===== src/sbdd_pkg.sv =====
// Functional notes
// (RQ1) buffer accesses drive the direction's programmed 4-bit space code; bit 3 marks DMA
// (RQ2) software never programs space code 0111, reserved for interrupt acknowledge
// (RQ3) big-endian sends high byte of each word first; little-endian reverses
// (RQ4) software selects big-endian for buffers in 16-bit external memory
// (RQ5) never write more than max receive length into one buffer, then advance
// (RQ6) max receive length ignored for transmit; descriptor length alone counts
// (RQ7) new max length, written as one 16-bit access, applies at next descriptor
// (RQ8) software programs nonzero max length, even for characters over eight bits
// (RQ9) receive pointer: next or current descriptor; reloads from ring start at reset/wrap
// (RQ10) transmit pointer: next or current descriptor; reloads from ring start at reset/wrap
// (RQ11) transmit count loads descriptor length, decrements per byte read
// (RQ12) receive count loads max length, decrements per byte written
// (RQ13) init-transmit command returns transmit parameters to reset state
// (RQ14) init-receive command returns receive parameters to reset state
// (RQ15) close-receive closes current descriptor; no-op when no reception open
// (RQ16) descriptors used in ring order; after wrap flag return to ring start
// (RQ17) full receive buffer is closed, event raised, reception continues in next
// (RQ18) as slave, slave select going inactive closes the receive buffer
// (RQ19) receive descriptor: status at 0, count at 2, buffer pointer at 4 and 6
// (RQ20) owner bit 15 gives descriptor to device; cleared descriptor is not reused
// (RQ21) notify flag set and buffer closed sets the receive-done event flag
// (RQ22) master mode with keep_owner leaves owner set on close
// (RQ23) software programs ring starts as multiples of 8
// (RQ24) reserved status bits kept unchanged on status write-back
package sbdd_pkg;
   // register byte offsets on the wishbone bus
   localparam logic [7:0] REG_RX_RING   = 8'h00;
   localparam logic [7:0] REG_TX_RING   = 8'h04;
   localparam logic [7:0] REG_RX_SPACE  = 8'h08;
   localparam logic [7:0] REG_TX_SPACE  = 8'h0C;
   localparam logic [7:0] REG_MAX_LEN   = 8'h10;
   localparam logic [7:0] REG_RX_PTR    = 8'h14;
   localparam logic [7:0] REG_TX_PTR    = 8'h18;
   localparam logic [7:0] REG_RX_CNT    = 8'h1C;
   localparam logic [7:0] REG_TX_CNT    = 8'h20;
   localparam logic [7:0] REG_CMD       = 8'h24;
   localparam logic [7:0] REG_CTRL      = 8'h28;
   localparam logic [7:0] REG_STATUS    = 8'h2C;
   // field positions
   localparam int BIG_ENDIAN_BIT = 4;
   localparam int CMD_INIT_TX    = 0;
   localparam int CMD_INIT_RX    = 1;
   localparam int CMD_CLOSE_RX   = 2;
   localparam int CTRL_MASTER    = 0;
   localparam int CTRL_TX_EN     = 1;
   localparam int CTRL_RX_EN     = 2;
   localparam int ST_RX_DONE     = 0;
   localparam int ST_RX_OPEN     = 1;
   localparam int ST_TX_OPEN     = 2;
   localparam int BD_OWNER       = 15;
   localparam int BD_WRAP        = 13;
   localparam int BD_NOTIFY      = 12;
   localparam int BD_LAST        = 11;
   localparam int BD_KEEP_OWNER  = 9;
   localparam int BD_LATE_RX     = 1;
   localparam int BD_DUAL_MASTER = 0;
   // descriptor layout
   localparam logic [15:0] BD_OFS_LEN    = 16'h0002;
   localparam logic [15:0] BD_OFS_PTR_HI = 16'h0004;
   localparam logic [15:0] BD_OFS_PTR_LO = 16'h0006;
   localparam logic [15:0] BD_SIZE       = 16'h0008;
   // reset values
   localparam logic [15:0] RST_WORD16    = 16'h0000;
   localparam logic [7:0]  RST_SPACE     = 8'h00;

   typedef enum logic [3:0] {
      S_IDLE, S_RXD0, S_RXP1, S_RXP2, S_RXW, S_RXC1, S_RXC2,
      S_TXD0, S_TXL, S_TXP1, S_TXP2, S_TXR, S_TXC
   } sbdd_state_e;

   typedef struct packed {
      logic        cyc;
      logic        we;
      logic [31:0] adr;
      logic [1:0]  sel;
      logic [15:0] wdat;
      logic [3:0]  fc;
      logic        dpr;
   } sbdd_mreq_s;
endpackage


===== src/sbdd_lane_if.sv =====
`timescale 1ns/1ps
`default_nettype none
interface sbdd_lane_if;
   logic        big_end;
   logic        odd;
   logic [15:0] word;
   logic [1:0]  sel;
   logic [7:0]  byte_v;
   modport user (output big_end, output odd, output word, input sel, input byte_v);
   modport lane (input big_end, input odd, input word, output sel, output byte_v);
endinterface
`default_nettype wire


===== src/sbdd_dma.sv =====
`timescale 1ns/1ps
`default_nettype none
module sbdd_dma (
   input  wire  logic        clock_i,
   input  wire  logic        rst_i,
   input  wire  logic        wb_cyc_i,
   input  wire  logic        wb_stb_i,
   input  wire  logic        wb_we_i,
   input  wire  logic [7:0]  wb_adr_i,
   input  wire  logic [3:0]  wb_sel_i,
   input  wire  logic [31:0] wb_dat_i,
   output logic       [31:0] wb_dat_o,
   output logic              wb_ack_o,
   output logic              mem_cyc_o,
   output logic              mem_we_o,
   output logic       [31:0] mem_adr_o,
   output logic       [1:0]  mem_sel_o,
   output logic       [15:0] mem_dat_o,
   output logic       [3:0]  mem_fc_o,
   output logic              mem_dpr_o,
   input  wire  logic [15:0] mem_dat_i,
   input  wire  logic        mem_ack_i,
   input  wire  logic        rx_valid_i,
   input  wire  logic [7:0]  rx_data_i,
   output logic       [7:0]  tx_data_o,
   output logic              tx_valid_o,
   input  wire  logic        tx_ready_i,
   input  wire  logic        slave_select_in_n_i
);
   import sbdd_pkg::*;

   typedef struct packed {
      sbdd_state_e st;
      sbdd_mreq_s  m;
      logic [15:0] rx_start, tx_start, max_len, rx_len_cur, rx_ptr, tx_ptr;
      logic [15:0] rx_cnt, tx_cnt, rx_bd, tx_bd;
      logic [7:0]  rx_space, tx_space;
      logic [31:0] rx_buf, tx_buf;
      logic        rx_open, tx_open, master, tx_en, rx_en, rx_done;
      logic        pend_itx, pend_irx, pend_close;
      logic        rx_last, rx_me, rx_ov, ss_prev;
      logic        hold_v;
      logic [7:0]  hold_b;
      logic [7:0]  txd;
      logic        txv;
      logic        ack;
      logic [31:0] rdat;
   } sbdd_regs_s;

   sbdd_regs_s r_q, r_d;
   logic       ss_meta_q, ss_sync_q;
   logic       mdone, wb_req, wb_wr, ss_active;
   logic [7:0] wa;
   sbdd_lane_if rx_l ();
   sbdd_lane_if tx_l ();

   sbdd_lane u_rx_lane (.lp(rx_l.lane));
   sbdd_lane u_tx_lane (.lp(tx_l.lane));

   assign rx_l.big_end = r_q.rx_space[BIG_ENDIAN_BIT];
   assign rx_l.odd     = r_q.rx_buf[0];
   assign rx_l.word    = {r_q.hold_b, r_q.hold_b};
   assign tx_l.big_end = r_q.tx_space[BIG_ENDIAN_BIT];
   assign tx_l.odd     = r_q.tx_buf[0];
   assign tx_l.word    = mem_dat_i;

   // slave select is a pin: two flops before anything looks at it
   always_ff @(posedge clock_i or posedge rst_i) begin
      if (rst_i) begin
         ss_meta_q <= 1'b1;
         ss_sync_q <= 1'b1;
      end else begin
         ss_meta_q <= slave_select_in_n_i;
         ss_sync_q <= ss_meta_q;
      end
   end

   assign ss_active = ~ss_sync_q;
   assign mdone     = r_q.m.cyc & mem_ack_i;
   assign wb_req    = wb_cyc_i & wb_stb_i & ~r_q.ack;
   assign wb_wr     = wb_req & wb_we_i;
   assign wa        = {wb_adr_i[7:2], 2'b00};

   function automatic sbdd_mreq_s mreq(input logic        we,
                                       input logic [31:0] a,
                                       input logic [1:0]  s,
                                       input logic [15:0] w,
                                       input logic [3:0]  fc,
                                       input logic        dpr);
      sbdd_mreq_s m;
      m.cyc  = 1'b1;
      m.we   = we;
      m.adr  = a;
      m.sel  = s;
      m.wdat = w;
      m.fc   = fc;
      m.dpr  = dpr;
      return m;
   endfunction

   function automatic logic [31:0] bd_adr(input logic [15:0] p, input logic [15:0] ofs);
      logic [15:0] s;
      s = p + ofs;
      return {16'h0000, s};
   endfunction

   always_comb begin
      r_d        = r_q;
      r_d.ack    = wb_req;
      r_d.rdat   = '0;
      r_d.m.cyc  = r_q.m.cyc & ~mem_ack_i;
      r_d.ss_prev = ss_active;
      // register reads; unmapped offsets read zero
      case (wa)
         REG_RX_RING:  r_d.rdat = {16'h0000, r_q.rx_start};
         REG_TX_RING:  r_d.rdat = {16'h0000, r_q.tx_start};
         REG_RX_SPACE: r_d.rdat = {24'h000000, r_q.rx_space};
         REG_TX_SPACE: r_d.rdat = {24'h000000, r_q.tx_space};
         REG_MAX_LEN:  r_d.rdat = {16'h0000, r_q.max_len};
         REG_RX_PTR:   r_d.rdat = {16'h0000, r_q.rx_ptr};
         REG_TX_PTR:   r_d.rdat = {16'h0000, r_q.tx_ptr};
         REG_RX_CNT:   r_d.rdat = {16'h0000, r_q.rx_cnt};
         REG_TX_CNT:   r_d.rdat = {16'h0000, r_q.tx_cnt};
         REG_CTRL:     r_d.rdat = {29'h0, r_q.rx_en, r_q.tx_en, r_q.master};
         REG_STATUS:   r_d.rdat = {29'h0, r_q.tx_open, r_q.rx_open, r_q.rx_done};
         default:      r_d.rdat = '0;
      endcase
      if (wb_wr) begin
         case (wa)
            REG_RX_RING:  if (&wb_sel_i[1:0]) r_d.rx_start = wb_dat_i[15:0];
            REG_TX_RING:  if (&wb_sel_i[1:0]) r_d.tx_start = wb_dat_i[15:0];
            REG_RX_SPACE: if (wb_sel_i[0]) r_d.rx_space = wb_dat_i[7:0];
            REG_TX_SPACE: if (wb_sel_i[0]) r_d.tx_space = wb_dat_i[7:0];
            // split byte writes are dropped so a half-updated length never lands
            REG_MAX_LEN:  if (&wb_sel_i[1:0]) r_d.max_len = wb_dat_i[15:0];  // [RQ7]
            REG_RX_PTR:   if (&wb_sel_i[1:0]) r_d.rx_ptr = wb_dat_i[15:0];
            REG_TX_PTR:   if (&wb_sel_i[1:0]) r_d.tx_ptr = wb_dat_i[15:0];
            REG_CMD: if (wb_sel_i[0]) begin
               r_d.pend_itx   = r_q.pend_itx | wb_dat_i[CMD_INIT_TX];
               r_d.pend_irx   = r_q.pend_irx | wb_dat_i[CMD_INIT_RX];
               r_d.pend_close = r_q.pend_close | wb_dat_i[CMD_CLOSE_RX];
            end
            REG_CTRL: if (wb_sel_i[0]) begin
               r_d.master = wb_dat_i[CTRL_MASTER];
               r_d.tx_en  = wb_dat_i[CTRL_TX_EN];
               r_d.rx_en  = wb_dat_i[CTRL_RX_EN];
            end
            REG_STATUS: if (wb_sel_i[0] && wb_dat_i[ST_RX_DONE]) r_d.rx_done = 1'b0;
            default: ;
         endcase
      end
      // receive byte capture; a byte landing on a full holder is lost
      if (rx_valid_i && r_q.rx_en) begin
         if (r_q.hold_v) begin
            r_d.rx_ov = 1'b1;
         end else begin
            r_d.hold_v = 1'b1;
            r_d.hold_b = rx_data_i;
         end
      end
      if (r_q.rx_open && r_q.master && ss_active) begin
         r_d.rx_me      = 1'b1;
         r_d.pend_close = 1'b1;
      end
      if (r_q.rx_open && !r_q.master && r_q.ss_prev && !ss_active) begin
         r_d.rx_last    = 1'b1;  // [RQ18]
         r_d.pend_close = 1'b1;  // [RQ18]
      end
      if (r_q.txv && tx_ready_i) r_d.txv = 1'b0;
      case (r_q.st)
         S_IDLE: begin
            if (r_q.pend_itx) begin
               r_d.pend_itx = 1'b0;
               r_d.tx_ptr   = r_q.tx_start;  // [RQ13]
               r_d.tx_open  = 1'b0;          // [RQ13]
               r_d.tx_cnt   = RST_WORD16;
               r_d.txv      = 1'b0;
            end else if (r_q.pend_irx) begin
               r_d.pend_irx   = 1'b0;
               r_d.rx_ptr     = r_q.rx_start;  // [RQ14]
               r_d.rx_open    = 1'b0;          // [RQ14]
               r_d.rx_len_cur = r_q.max_len;
               r_d.rx_cnt     = RST_WORD16;
               r_d.hold_v     = 1'b0;
               r_d.pend_close = 1'b0;
               {r_d.rx_last, r_d.rx_me, r_d.rx_ov} = 3'b000;
            end else if (r_q.pend_close && !r_q.rx_open) begin
               r_d.pend_close = 1'b0;  // [RQ15]
            end else if (r_q.pend_close) begin
               r_d.pend_close = 1'b0;
               r_d.m  = mreq(1'b1, bd_adr(r_q.rx_ptr, BD_OFS_LEN), 2'b11,
                             r_q.rx_len_cur - r_q.rx_cnt, 4'h0, 1'b1);  // [RQ15]
               r_d.st = S_RXC1;
            end else if (r_q.hold_v && r_q.rx_open) begin
               r_d.m  = mreq(1'b1, {r_q.rx_buf[31:1], 1'b0}, rx_l.sel,
                             rx_l.word, r_q.rx_space[3:0], 1'b0);  // [RQ1] [RQ3]
               r_d.st = S_RXW;
            end else if (r_q.hold_v) begin
               r_d.m  = mreq(1'b0, bd_adr(r_q.rx_ptr, 16'h0000), 2'b11, 16'h0000, 4'h0, 1'b1);
               r_d.st = S_RXD0;
            end else if (r_q.tx_open && !r_q.txv) begin
               r_d.m  = mreq(1'b0, {r_q.tx_buf[31:1], 1'b0}, 2'b11, 16'h0000,
                             r_q.tx_space[3:0], 1'b0);  // [RQ1]
               r_d.st = S_TXR;
            end else if (r_q.tx_en && !r_q.tx_open) begin
               r_d.m  = mreq(1'b0, bd_adr(r_q.tx_ptr, 16'h0000), 2'b11, 16'h0000, 4'h0, 1'b1);
               r_d.st = S_TXD0;
            end
         end
         S_RXD0: if (mdone) begin
            if (mem_dat_i[BD_OWNER]) begin  // [RQ20]
               r_d.rx_bd = mem_dat_i;
               r_d.m  = mreq(1'b0, bd_adr(r_q.rx_ptr, BD_OFS_PTR_HI), 2'b11, 16'h0000,
                             4'h0, 1'b1);  // [RQ19]
               r_d.st = S_RXP1;
            end else begin
               // no buffer owned: the character is discarded
               r_d.hold_v = 1'b0;
               r_d.st     = S_IDLE;
            end
         end
         S_RXP1: if (mdone) begin
            r_d.rx_buf[31:16] = mem_dat_i;
            r_d.m  = mreq(1'b0, bd_adr(r_q.rx_ptr, BD_OFS_PTR_LO), 2'b11, 16'h0000,
                          4'h0, 1'b1);  // [RQ19]
            r_d.st = S_RXP2;
         end
         S_RXP2: if (mdone) begin
            r_d.rx_buf[15:0] = mem_dat_i;
            r_d.rx_open      = 1'b1;
            r_d.rx_cnt       = r_q.rx_len_cur;  // [RQ12]
            r_d.st           = S_IDLE;
         end
         S_RXW: if (mdone) begin
            r_d.hold_v = 1'b0;
            r_d.rx_buf = r_q.rx_buf + 32'h1;
            r_d.rx_cnt = r_q.rx_cnt - 16'h1;  // [RQ12]
            r_d.st     = S_IDLE;
            if (r_q.rx_cnt == 16'h1) begin
               r_d.m  = mreq(1'b1, bd_adr(r_q.rx_ptr, BD_OFS_LEN), 2'b11,
                             r_q.rx_len_cur, 4'h0, 1'b1);  // [RQ5] [RQ17]
               r_d.st = S_RXC1;
            end
         end
         S_RXC1: if (mdone) begin
            r_d.m = mreq(1'b1, bd_adr(r_q.rx_ptr, 16'h0000), 2'b11, r_q.rx_bd, 4'h0, 1'b1);
            r_d.m.wdat[BD_OWNER]       = r_q.rx_bd[BD_KEEP_OWNER] & r_q.master;  // [RQ22]
            r_d.m.wdat[BD_LAST]        = r_q.rx_last;
            r_d.m.wdat[BD_LATE_RX]     = r_q.rx_ov;
            r_d.m.wdat[BD_DUAL_MASTER] = r_q.rx_me;  // [RQ24]
            r_d.st = S_RXC2;
         end
         S_RXC2: if (mdone) begin
            if (r_q.rx_bd[BD_NOTIFY]) r_d.rx_done = 1'b1;  // [RQ21] [RQ17]
            r_d.rx_ptr = r_q.rx_bd[BD_WRAP] ? r_q.rx_start
                                            : r_q.rx_ptr + BD_SIZE;  // [RQ9] [RQ16]
            r_d.rx_len_cur = r_q.max_len;  // [RQ7]
            r_d.rx_open    = 1'b0;
            {r_d.rx_last, r_d.rx_me, r_d.rx_ov} = 3'b000;
            r_d.st = S_IDLE;
         end
         S_TXD0: if (mdone) begin
            r_d.st = S_IDLE;
            if (mem_dat_i[BD_OWNER]) begin  // [RQ20]
               r_d.tx_bd = mem_dat_i;
               r_d.m  = mreq(1'b0, bd_adr(r_q.tx_ptr, BD_OFS_LEN), 2'b11, 16'h0000, 4'h0, 1'b1);
               r_d.st = S_TXL;
            end
         end
         S_TXL: if (mdone) begin
            r_d.tx_cnt = mem_dat_i;  // [RQ6] [RQ11]
            r_d.m  = mreq(1'b0, bd_adr(r_q.tx_ptr, BD_OFS_PTR_HI), 2'b11, 16'h0000, 4'h0, 1'b1);
            r_d.st = S_TXP1;
         end
         S_TXP1: if (mdone) begin
            r_d.tx_buf[31:16] = mem_dat_i;
            r_d.m  = mreq(1'b0, bd_adr(r_q.tx_ptr, BD_OFS_PTR_LO), 2'b11, 16'h0000, 4'h0, 1'b1);
            r_d.st = S_TXP2;
         end
         S_TXP2: if (mdone) begin
            r_d.tx_buf[15:0] = mem_dat_i;
            r_d.tx_open      = 1'b1;
            r_d.st           = S_IDLE;
            if (r_q.tx_cnt == 16'h0) begin
               r_d.m  = mreq(1'b1, bd_adr(r_q.tx_ptr, 16'h0000), 2'b11, r_q.tx_bd, 4'h0, 1'b1);
               r_d.m.wdat[BD_OWNER] = r_q.tx_bd[BD_KEEP_OWNER] & r_q.master;
               r_d.st = S_TXC;
            end
         end
         S_TXR: if (mdone) begin
            r_d.txd    = tx_l.byte_v;  // [RQ3]
            r_d.txv    = 1'b1;
            r_d.tx_buf = r_q.tx_buf + 32'h1;
            r_d.tx_cnt = r_q.tx_cnt - 16'h1;  // [RQ11]
            r_d.st     = S_IDLE;
            if (r_q.tx_cnt == 16'h1) begin
               r_d.m  = mreq(1'b1, bd_adr(r_q.tx_ptr, 16'h0000), 2'b11, r_q.tx_bd, 4'h0, 1'b1);
               r_d.m.wdat[BD_OWNER] = r_q.tx_bd[BD_KEEP_OWNER] & r_q.master;  // [RQ20]
               r_d.st = S_TXC;
            end
         end
         S_TXC: if (mdone) begin
            r_d.tx_ptr  = r_q.tx_bd[BD_WRAP] ? r_q.tx_start
                                             : r_q.tx_ptr + BD_SIZE;  // [RQ10] [RQ16]
            r_d.tx_open = 1'b0;
            r_d.st      = S_IDLE;
         end
         default: r_d.st = S_IDLE;
      endcase
   end

   always_ff @(posedge clock_i or posedge rst_i) begin
      if (rst_i) r_q <= '0;
      else       r_q <= r_d;
   end

   assign wb_dat_o   = r_q.rdat;
   assign wb_ack_o   = r_q.ack;
   assign mem_cyc_o  = r_q.m.cyc;
   assign mem_we_o   = r_q.m.we;
   assign mem_adr_o  = r_q.m.adr;
   assign mem_sel_o  = r_q.m.sel;
   assign mem_dat_o  = r_q.m.wdat;
   assign mem_fc_o   = r_q.m.fc;
   assign mem_dpr_o  = r_q.m.dpr;
   assign tx_data_o  = r_q.txd;
   assign tx_valid_o = r_q.txv;
endmodule // sbdd_dma
`default_nettype wire


===== src/sbdd_lane.sv =====
`timescale 1ns/1ps
`default_nettype none
// picks the byte lane of a 16-bit buffer word for a byte address
module sbdd_lane (
   sbdd_lane_if.lane lp
);
   logic hi;
   // even byte of a big-endian word lives in the high half
   assign hi        = lp.big_end ^ lp.odd;  // [RQ3]
   assign lp.sel    = hi ? 2'b10 : 2'b01;
   assign lp.byte_v = hi ? lp.word[15:8] : lp.word[7:0];
endmodule // sbdd_lane
`default_nettype wire


===== config.mk =====
export PLATFORM = sky130hd
export DESIGN_NAME = sbdd_dma
export DESIGN_NICKNAME = d
export VERILOG_FILES = /design/src/sbdd_pkg.sv /design/src/sbdd_lane_if.sv /design/src/sbdd_dma.sv /design/src/sbdd_lane.sv
export SDC_FILE = /design/constraint.sdc
export NUM_CORES = 1
export LEC_CHECK = 0
export BUFFER_PORTS_ARGS = -buffer_cell sky130_fd_sc_hd__buf_2
export CORE_MARGIN = 10
export CORE_UTILIZATION = 65
export CTS_CLUSTER_SIZE = 28
export DETAILED_ROUTE_END_ITERATION = 8
export PLACE_DENSITY_LB_ADDON = 0.2
export SYNTH_ARGS = -nofsm -noshare
export SYNTH_HDL_FRONTEND = slang
export SYNTH_SLANG_ARGS = --single-unit

===== constraint.sdc =====
create_clock -name clock_i -period 18.95 [get_ports clock_i]
set_input_delay 0.9475 -clock clock_i [delete_from_list [all_inputs] [get_ports clock_i]]
set_output_delay 0.9475 -clock clock_i [all_outputs]
set_load 0.03 [all_outputs]

==> impl_metrics.ini, run 1 <==
[outcome]
status = completed

[global_routing]
gr-total-overflow = 0
global_route.usage.total = 0.3832
first_pass_grt_wire_length_um = 121400
grt_antenna_before_repair = 3
grt_pass1_vias = 19810
grt_max_degree = 166

[finish]
area_growth_pct = 6.962
layout_commonest_cell = sky130_fd_sc_hd__dfrtp_1
fillCellCount = 2650
fin_nets = 2547
drive_above_1_share = 0.1376
fin_cells = 2905
diodes = 0
layout.cells.most_common_list = 344 x sky130_fd_sc_hd__dfrtp_1, 321 x sky130_fd_sc_hd__nand2_1, 188 x sky130_fd_sc_hd__o21ai_0

[worst_setup_path]
crit_path_top_delay_cell = sky130_fd_sc_hd__nand2_1
timing.critical_path.from_type = register
r2r-start = r_q[363]
worstSetupPathDepth = 7
worst_setup_path_end_kind = register
worst_r2r_path_cells = 7
r2r_slack_ns = 14.23
worstPathMaxFanout = 29
criticalPathCategory = reg2reg
reg2reg_to = mem_adr_o[2]
cpLargestDelayFamily = simple AND/OR/NAND/NOR gates
max_stage_delay_ns = 0.96
cp.buffers_inverters = 0
critical_path.startpoint = r_q[363]
crit_path_cell_trace = or4_1 > nor3_1 > nand2_1 > a211oi_1 > a2111oi_0 > o2111ai_1 > a221o_1
worst_setup_path_endpoint = mem_adr_o[2]
required_arrival_time_at_the_worst_endpoint_ns = 19.43
worst-endpoint-arrival_ns = 5.19

[floorplanning]
core.rowCount = 66
die_x_um = 201.5
initial_core_util = 0.6578
core_area_um2 = 32540
num_io_pins = 176
floorplan.die.height_um = 201.5
design.die.area_um2 = 40590

[clocking]
cts-buffers-inserted = 39
cts.sink_count = 346
cts-htree-levels = 2
tritoncts_clock_tree = yes
post_cts_buffers = 0
cts.clk_slew.worst_paths_ns = 0.06
insertion_delay_ns = 0.55
max-clock-path-buffers = 3
ctsResizeCount = 0
cts.root.buffer_cell = sky130_fd_sc_hd__clkbuf_16
cts-hold-fix-buffers = 0

[synth]
synthArstFlopShare = 1.000
total_standard_cell_area_after_synthesis_um2 = 21400
synth_sequential_area_ratio = 0.4047
synth_area_per_cell_um2 = 8.606
postSynth.topFlopCell = sky130_fd_sc_hd__dfrtp_1
post_synth_num_cell_types = 82
syn_inst = 2487
ys_ff_latch = 346
number_of_synthesized_flops_with_an_enable_pin = 0
yosysWarningCount = 0

[placement]
post-dp-hpwl_um = 57230
dp_cells = 2837
io_buffer_count = 139
finalWeightedCongestion = 1.087
pre_cts_ws_ns = 14.60

[routing]
initialDrtViolationCount = 3548
drt-vias-per-instance = 7.240
total_routed_wirelength_um = 80970
drt.antenna.violating_nets = 0
route.detailed.wl_per_inst_um = 27.87
route.vias.total = 21030
drt-pass1-iter-count = 7
detail_route.drc_violations = 0

[sta]
report.final.setup_viol = 0
rsz0062_at_grt = false
finalSetupTns_ns = 0
relSlewSlack = 0.03975
finalHoldWorstSlack_ns = 0.3549
report.final.hold_viol_count = 0
final_period_minus_worst_setup_slack_ns = 4.716
skew_ns = 0.01792
final_worst_path_setup_slack_ns = 14.23
fmax_mhz = 212.0
layout_worst_path_cycle_share = 0.2489
worst-slew-pin-transition_ns = 1.435
maxSlewViolCount = 0

[run]
drv_cap = 0

[pwr]
total_power_per_unit_cell_area_nw_per_um2 = 70.66
fin_total_pwr_w = 0.001618
vdd_ir_drop_max_mv = 0.07304
p_leak_nw = 10.10

[worst_hold_path]
min_path_type = reg2reg
==> worst min path at each step <==
stage          startpoint        end  slack [ns]  cells after the start
3_5_place_dp    ss_meta_q  ss_sync_q        0.35                      0
6_report        ss_meta_q  ss_sync_q        0.35                      0
4_1_cts         ss_meta_q  ss_sync_q        0.36                      0
5_1_grt         ss_meta_q  ss_sync_q        0.36                      0
2_1_floorplan   ss_meta_q  ss_sync_q        0.35                      0
3_3_place_gp    ss_meta_q  ss_sync_q        0.35                      0
==> stage by stage <==
step / area (um^2) / util
5_1_grt: 22890 / 0.7036
4_1_cts: 22890 / 0.7036
6_report: 22890 / 0.7036
3_5_place_dp: 21630 / 0.6647
2_1_floorplan: 21460 / -
3_3_place_gp: 21630 / 0.6647
==> synth_stat cells (all sizes together), types with 8 or more instances <==
cell,instances,area [um^2]
nor2,185,694.4
buf,124,842.1
ha,33,412.9
o31ai,8,60.06
inv,48,180.2
o221ai,15,131.4
a22oi,104,780.8
clkbuf,158,594.3
dfrtp,344,8608
or3,8,50.05
xor2,25,219.0
nand4,37,231.5
o21a,10,75.07
a211oi,10,75.07
nand3,99,495.5
xnor2,27,236.5
nand2,321,1205
a221o,24,240.2
a21oi,180,900.9
o21ai,195,975.9
nor4,20,131.4
o22a,20,175.2
nand2b,14,87.58
o22ai,40,250.2
a31oi,23,143.9
a32oi,11,96.34
nor3,47,240.2
a222oi,13,130.1
mux2,78,878.3
or4,8,60.06
and2,13,81.33
a22o,11,96.34
mux2i,54,540.5
a221oi,34,297.8
and3,31,193.9
nor2b,16,100.1
==> per-layer routing <==
layer,up-vias,GRT usage,wire (um)
li1,8935,-,-
met1,10080,0.5084,30270
met4,6,0.2271,5612
met2,1648,0.5527,33850
met3,359,0.1031,11200
met5,-,0,35
==> cells by family (layout without fill, tap and decap cells) <==
logic type	after synthesis	count (layout)	synth area share
flip-flops	346	346	0.4047
AND/OR/NAND/NOR	829	829	0.1785
AO/OA/AOI/OAI	763	763	0.2334
buffers and inverters	330	291	0.07553
multiplexers	132	132	0.06629
XOR/XNOR	52	52	0.02128
other	1	16	0.0001752
adder cells (fa/ha/maj)	34	34	0.02023
==> report_power, final <==
group | internal [W] | switching [W]
sequential | 0.000747 | 0.0000169
clock | 0.000457 | 0.000308
combinational | 0.0000255 | 0.0000630
total | 0.00123 | 0.000387
==> layout make-up <==
type,instances,area [um^2],share of cell area
Inverter,48,187.7,0.008198
Clock buffer,56,1100,0.04804
Tap cell,442,553.0,0.02416
Timing Repair Buffer,175,978.4,0.04274
Clock inverter,12,166.4,0.007269
Sequential cell,346,8661,0.3783
Multi-Input combinational cell,1826,11250,0.4913
==> registers in the layout, summed over array words and instances, names as in the netlist <==
| register | cells |
|---|---|
| mem_dat_o | 16 |
| mem_cyc_o | 1 |
| mem_dpr_o | 1 |
| wb_dat_o | 16 |
| mem_adr_o | 32 |
| ss_sync_q | 1 |
| wb_ack_o | 1 |
| mem_sel_o | 2 |
| mem_we_o | 1 |
| tx_data_o | 8 |
| r_q | 261 |
| ss_meta_q | 1 |
| mem_fc_o | 4 |
| tx_valid_o | 1 |
Power figures use the tool's default switching activity.
==> run 2, diff against run 1 <==
--- a/config.mk
+++ b/config.mk
@@ -7,7 +7,7 @@
 export LEC_CHECK = 0
 export BUFFER_PORTS_ARGS = -buffer_cell sky130_fd_sc_hd__buf_2
 export CORE_MARGIN = 10
-export CORE_UTILIZATION = 65
+export CORE_UTILIZATION = 55
 export CTS_CLUSTER_SIZE = 28
 export DETAILED_ROUTE_END_ITERATION = 8
 export PLACE_DENSITY_LB_ADDON = 0.2
==> constraint.sdc (replaced) <==
create_clock -name clock_i -period 4.31 [get_ports clock_i]
set_input_delay 0.2155 -clock clock_i [delete_from_list [all_inputs] [get_ports clock_i]]
set_output_delay 0.2155 -clock clock_i [all_outputs]
set_load 0.03 [all_outputs]
==> run 2 against run 1 <==
Combinational power increased to 4.9 times the previous value. Via count about the same. Sequential power grew to 4.4 times the previous value. First-iteration DRC count decreased by 14%. Worst hold slack got worse by 0.34 ns. Design area increased by 3.2%. Clock skew decreased by 0.0023 ns. Die area is 16% higher. Global-route usage down 2.2 points. Clock-buffer cell count up 2. Fmax increased by 31%. Largest power group unchanged.
==> impl_metrics.ini, run 2 (synthesis results as in run 1) <==
[pwr]
internal_power_w = 0.005626
p_leak_nw = 10.43
power.share.sequential = 0.447
combinationalPowerShare = 0.058
total_power_per_unit_cell_area_nw_per_um2 = 316.4
netSwitchingPower_w = 0.001850
power.switching_fraction = 0.2475
vdd_ir_drop_max_mv = 0.3266
share_clk_of_total_power = 0.495

[sta]
final_period_minus_worst_setup_slack_ns = 3.608
report.final.setup_viol = 0
fmax_mhz = 277.2
worst-slew-pin-transition_ns = 1.436
rsz0062_at_grt = false
report.final.hold_viol_count = 0
skew_ns = 0.01566
final_worst_path_setup_slack_ns = 0.7019
relSlewSlack = 0.03910
maxSlewViolCount = 0
layout_worst_path_cycle_share = 0.8371

[global_routing]
first_pass_grt_wire_length_um = 129200
grt_pass1_vias = 19550
grt_max_degree = 164
gr-total-overflow = 0
grt_antenna_before_repair = 1
global_route.usage.total = 0.3612

[clocking]
tritoncts_clock_tree = yes
cts-htree-levels = 2
cts.clk_slew.worst_paths_ns = 0.06
cts.root.buffer_cell = sky130_fd_sc_hd__clkbuf_16
ctsResizeCount = 0
cts.sink_count = 346
insertion_delay_ns = 0.58
max-clock-path-buffers = 3
cts-buffers-inserted = 40

[worst_hold_path]
hold-path-endpoint = r_q[166]
worst_hold_path.num_cells = 3
min_path_type = in2reg
min_from = mem_dat_i[6]

[worst_setup_path]
r2r_slack_ns = 0.70
timing.critical_path.from_type = register
worstSetupPathDepth = 8
worst_r2r_path_cells = 8
reg2reg_to = mem_adr_o[4]
max_stage_delay_ns = 0.77
crit_path_top_delay_cell = sky130_fd_sc_hd__nor4_2
cp.buffers_inverters = 1
worstPathMaxFanout = 17
cpLargestDelayFamily = simple AND/OR/NAND/NOR gates
criticalPathCategory = reg2reg
required_arrival_time_at_the_worst_endpoint_ns = 4.83
r2r-start = r_q[361]
worst_setup_path_end_kind = register
worst-endpoint-arrival_ns = 4.12
crit_path_cell_trace = buf_4 > or3b_2 > a211o_1 > nor4_2 > nand2b_1 > a21oi_1 > o2111ai_1 > a221o_1

[finish]
area_growth_pct = 10.42
layout.cells.most_common_list = 344 x sky130_fd_sc_hd__dfrtp_1, 321 x sky130_fd_sc_hd__nand2_1, 188 x sky130_fd_sc_hd__o21ai_0
largest_reg_flops = 261
drive_above_1_share = 0.1531
postLayoutCellArea_um2 = 23630
layout_commonest_cell = sky130_fd_sc_hd__dfrtp_1
register_ranked_first_by_flip_flop_count = r_q
fin_nets = 2602

[routing]
route.detailed.wl_per_inst_um = 28.85
drt-pass1-iter-count = 6
initialDrtViolationCount = 3065
route.vias.total = 21040
detail_route.drc_violations = 0
total_routed_wirelength_um = 87770
drt-vias-per-instance = 6.916
drt.antenna.violating_nets = 0

[floorplanning]
floorplan.die.height_um = 217.3
die_x_um = 217.3
core.rowCount = 72
num_io_pins = 176
initial_core_util = 0.5551
design.die.area_um2 = 47200
core_area_um2 = 38560

[placement]
io_buffer_count = 139
finalWeightedCongestion = 1.053
pre_cts_ws_ns = 0.8128
placement.cell_area_um2 = 21980
post-dp-hpwl_um = 63670

[run]
drv_cap = 0

[outcome]
status = completed
-- run 2: area by class of cell --
type | instances | area [um^2]
Clock inverter | 14 | 193.9
Antenna cell | 3 | 7.507
Sequential cell | 346 | 8661
Inverter | 48 | 183.9
Tap cell | 518 | 648.1
Timing Repair Buffer | 229 | 1451
Multi-Input combinational cell | 1826 | 11270
Clock buffer | 58 | 1221
Fill cell | 3398 | 14920
-- run 2: worst max path at each step --
| stage | startpoint | to | slack, ns |
|---|---|---|---|
| 4_1_cts | r_q[361] | mem_adr_o[4] | 0.79 |
| 6_report | r_q[361] | mem_adr_o[4] | 0.70 |
| 3_3_place_gp | r_q[361] | mem_adr_o[11] | 0.82 |
| 5_1_grt | r_q[363] | mem_adr_o[11] | 0.54 |
| 3_5_place_dp | r_q[361] | mem_adr_o[4] | 0.81 |
| 2_1_floorplan | rst_i | mem_adr_o[0] | -0.53 |
-- run 2: power by group through the flow --
| stage | logic, W | clock network [W] | registers [W] |
|---|---|---|---|
| global route | 0.000463 | 0.00385 | 0.00334 |
| CTS | 0.000427 | 0.00371 | 0.00334 |
| detailed placement | 0.000410 | 0 | 0.00340 |
| finish | 0.000436 | 0.00370 | 0.00334 |
| floorplan | 0.000275 | 0 | 0.00337 |
| global placement | 0.000404 | 0 | 0.00340 |
-- run 2: routing by layer --
metal	share of wire	track usage	wire length, um
met5	0	0	0
met4	0.062	0.2030	5434
met3	0.12	0.08530	10290
met2	0.43	0.5301	37900
met1	0.39	0.4831	34140
-- run 2: worst min-delay path, delay by kind of cell --
| family | cells | cell delay [ns] |
|---|---|---|
| and+or+nand+nor | 2 | 0.14 |
| buffers and inverters | 1 | 0.20 |
-- run 2: stage by stage --
| stage | TNS, ns | utilization | std cells | total power, W | hold slack (ns) |
|---|---|---|---|---|---|
| final | 0 | 0.6130 | 3042 | 0.007477 | 0.01896 |
| after global routing | 0 | 0.6128 | 3040 | 0.007658 | 0.02579 |
| after CTS | 0 | 0.6126 | 3039 | 0.007480 | 0.001609 |
| after detailed placement | 0 | 0.5702 | 2945 | 0.003810 | 0.1885 |
| after global placement | 0 | 0.5702 | 2945 | 0.003804 | 0.1845 |
| after floorplan | -183.81 | - | 2502 | 0.003642 | 0.2200 |
-- run 2: timing repair --
action	CTS	global route
endpoints found under the hold margin	65	0
buffers inserted	0	0
hold buffers	22	0
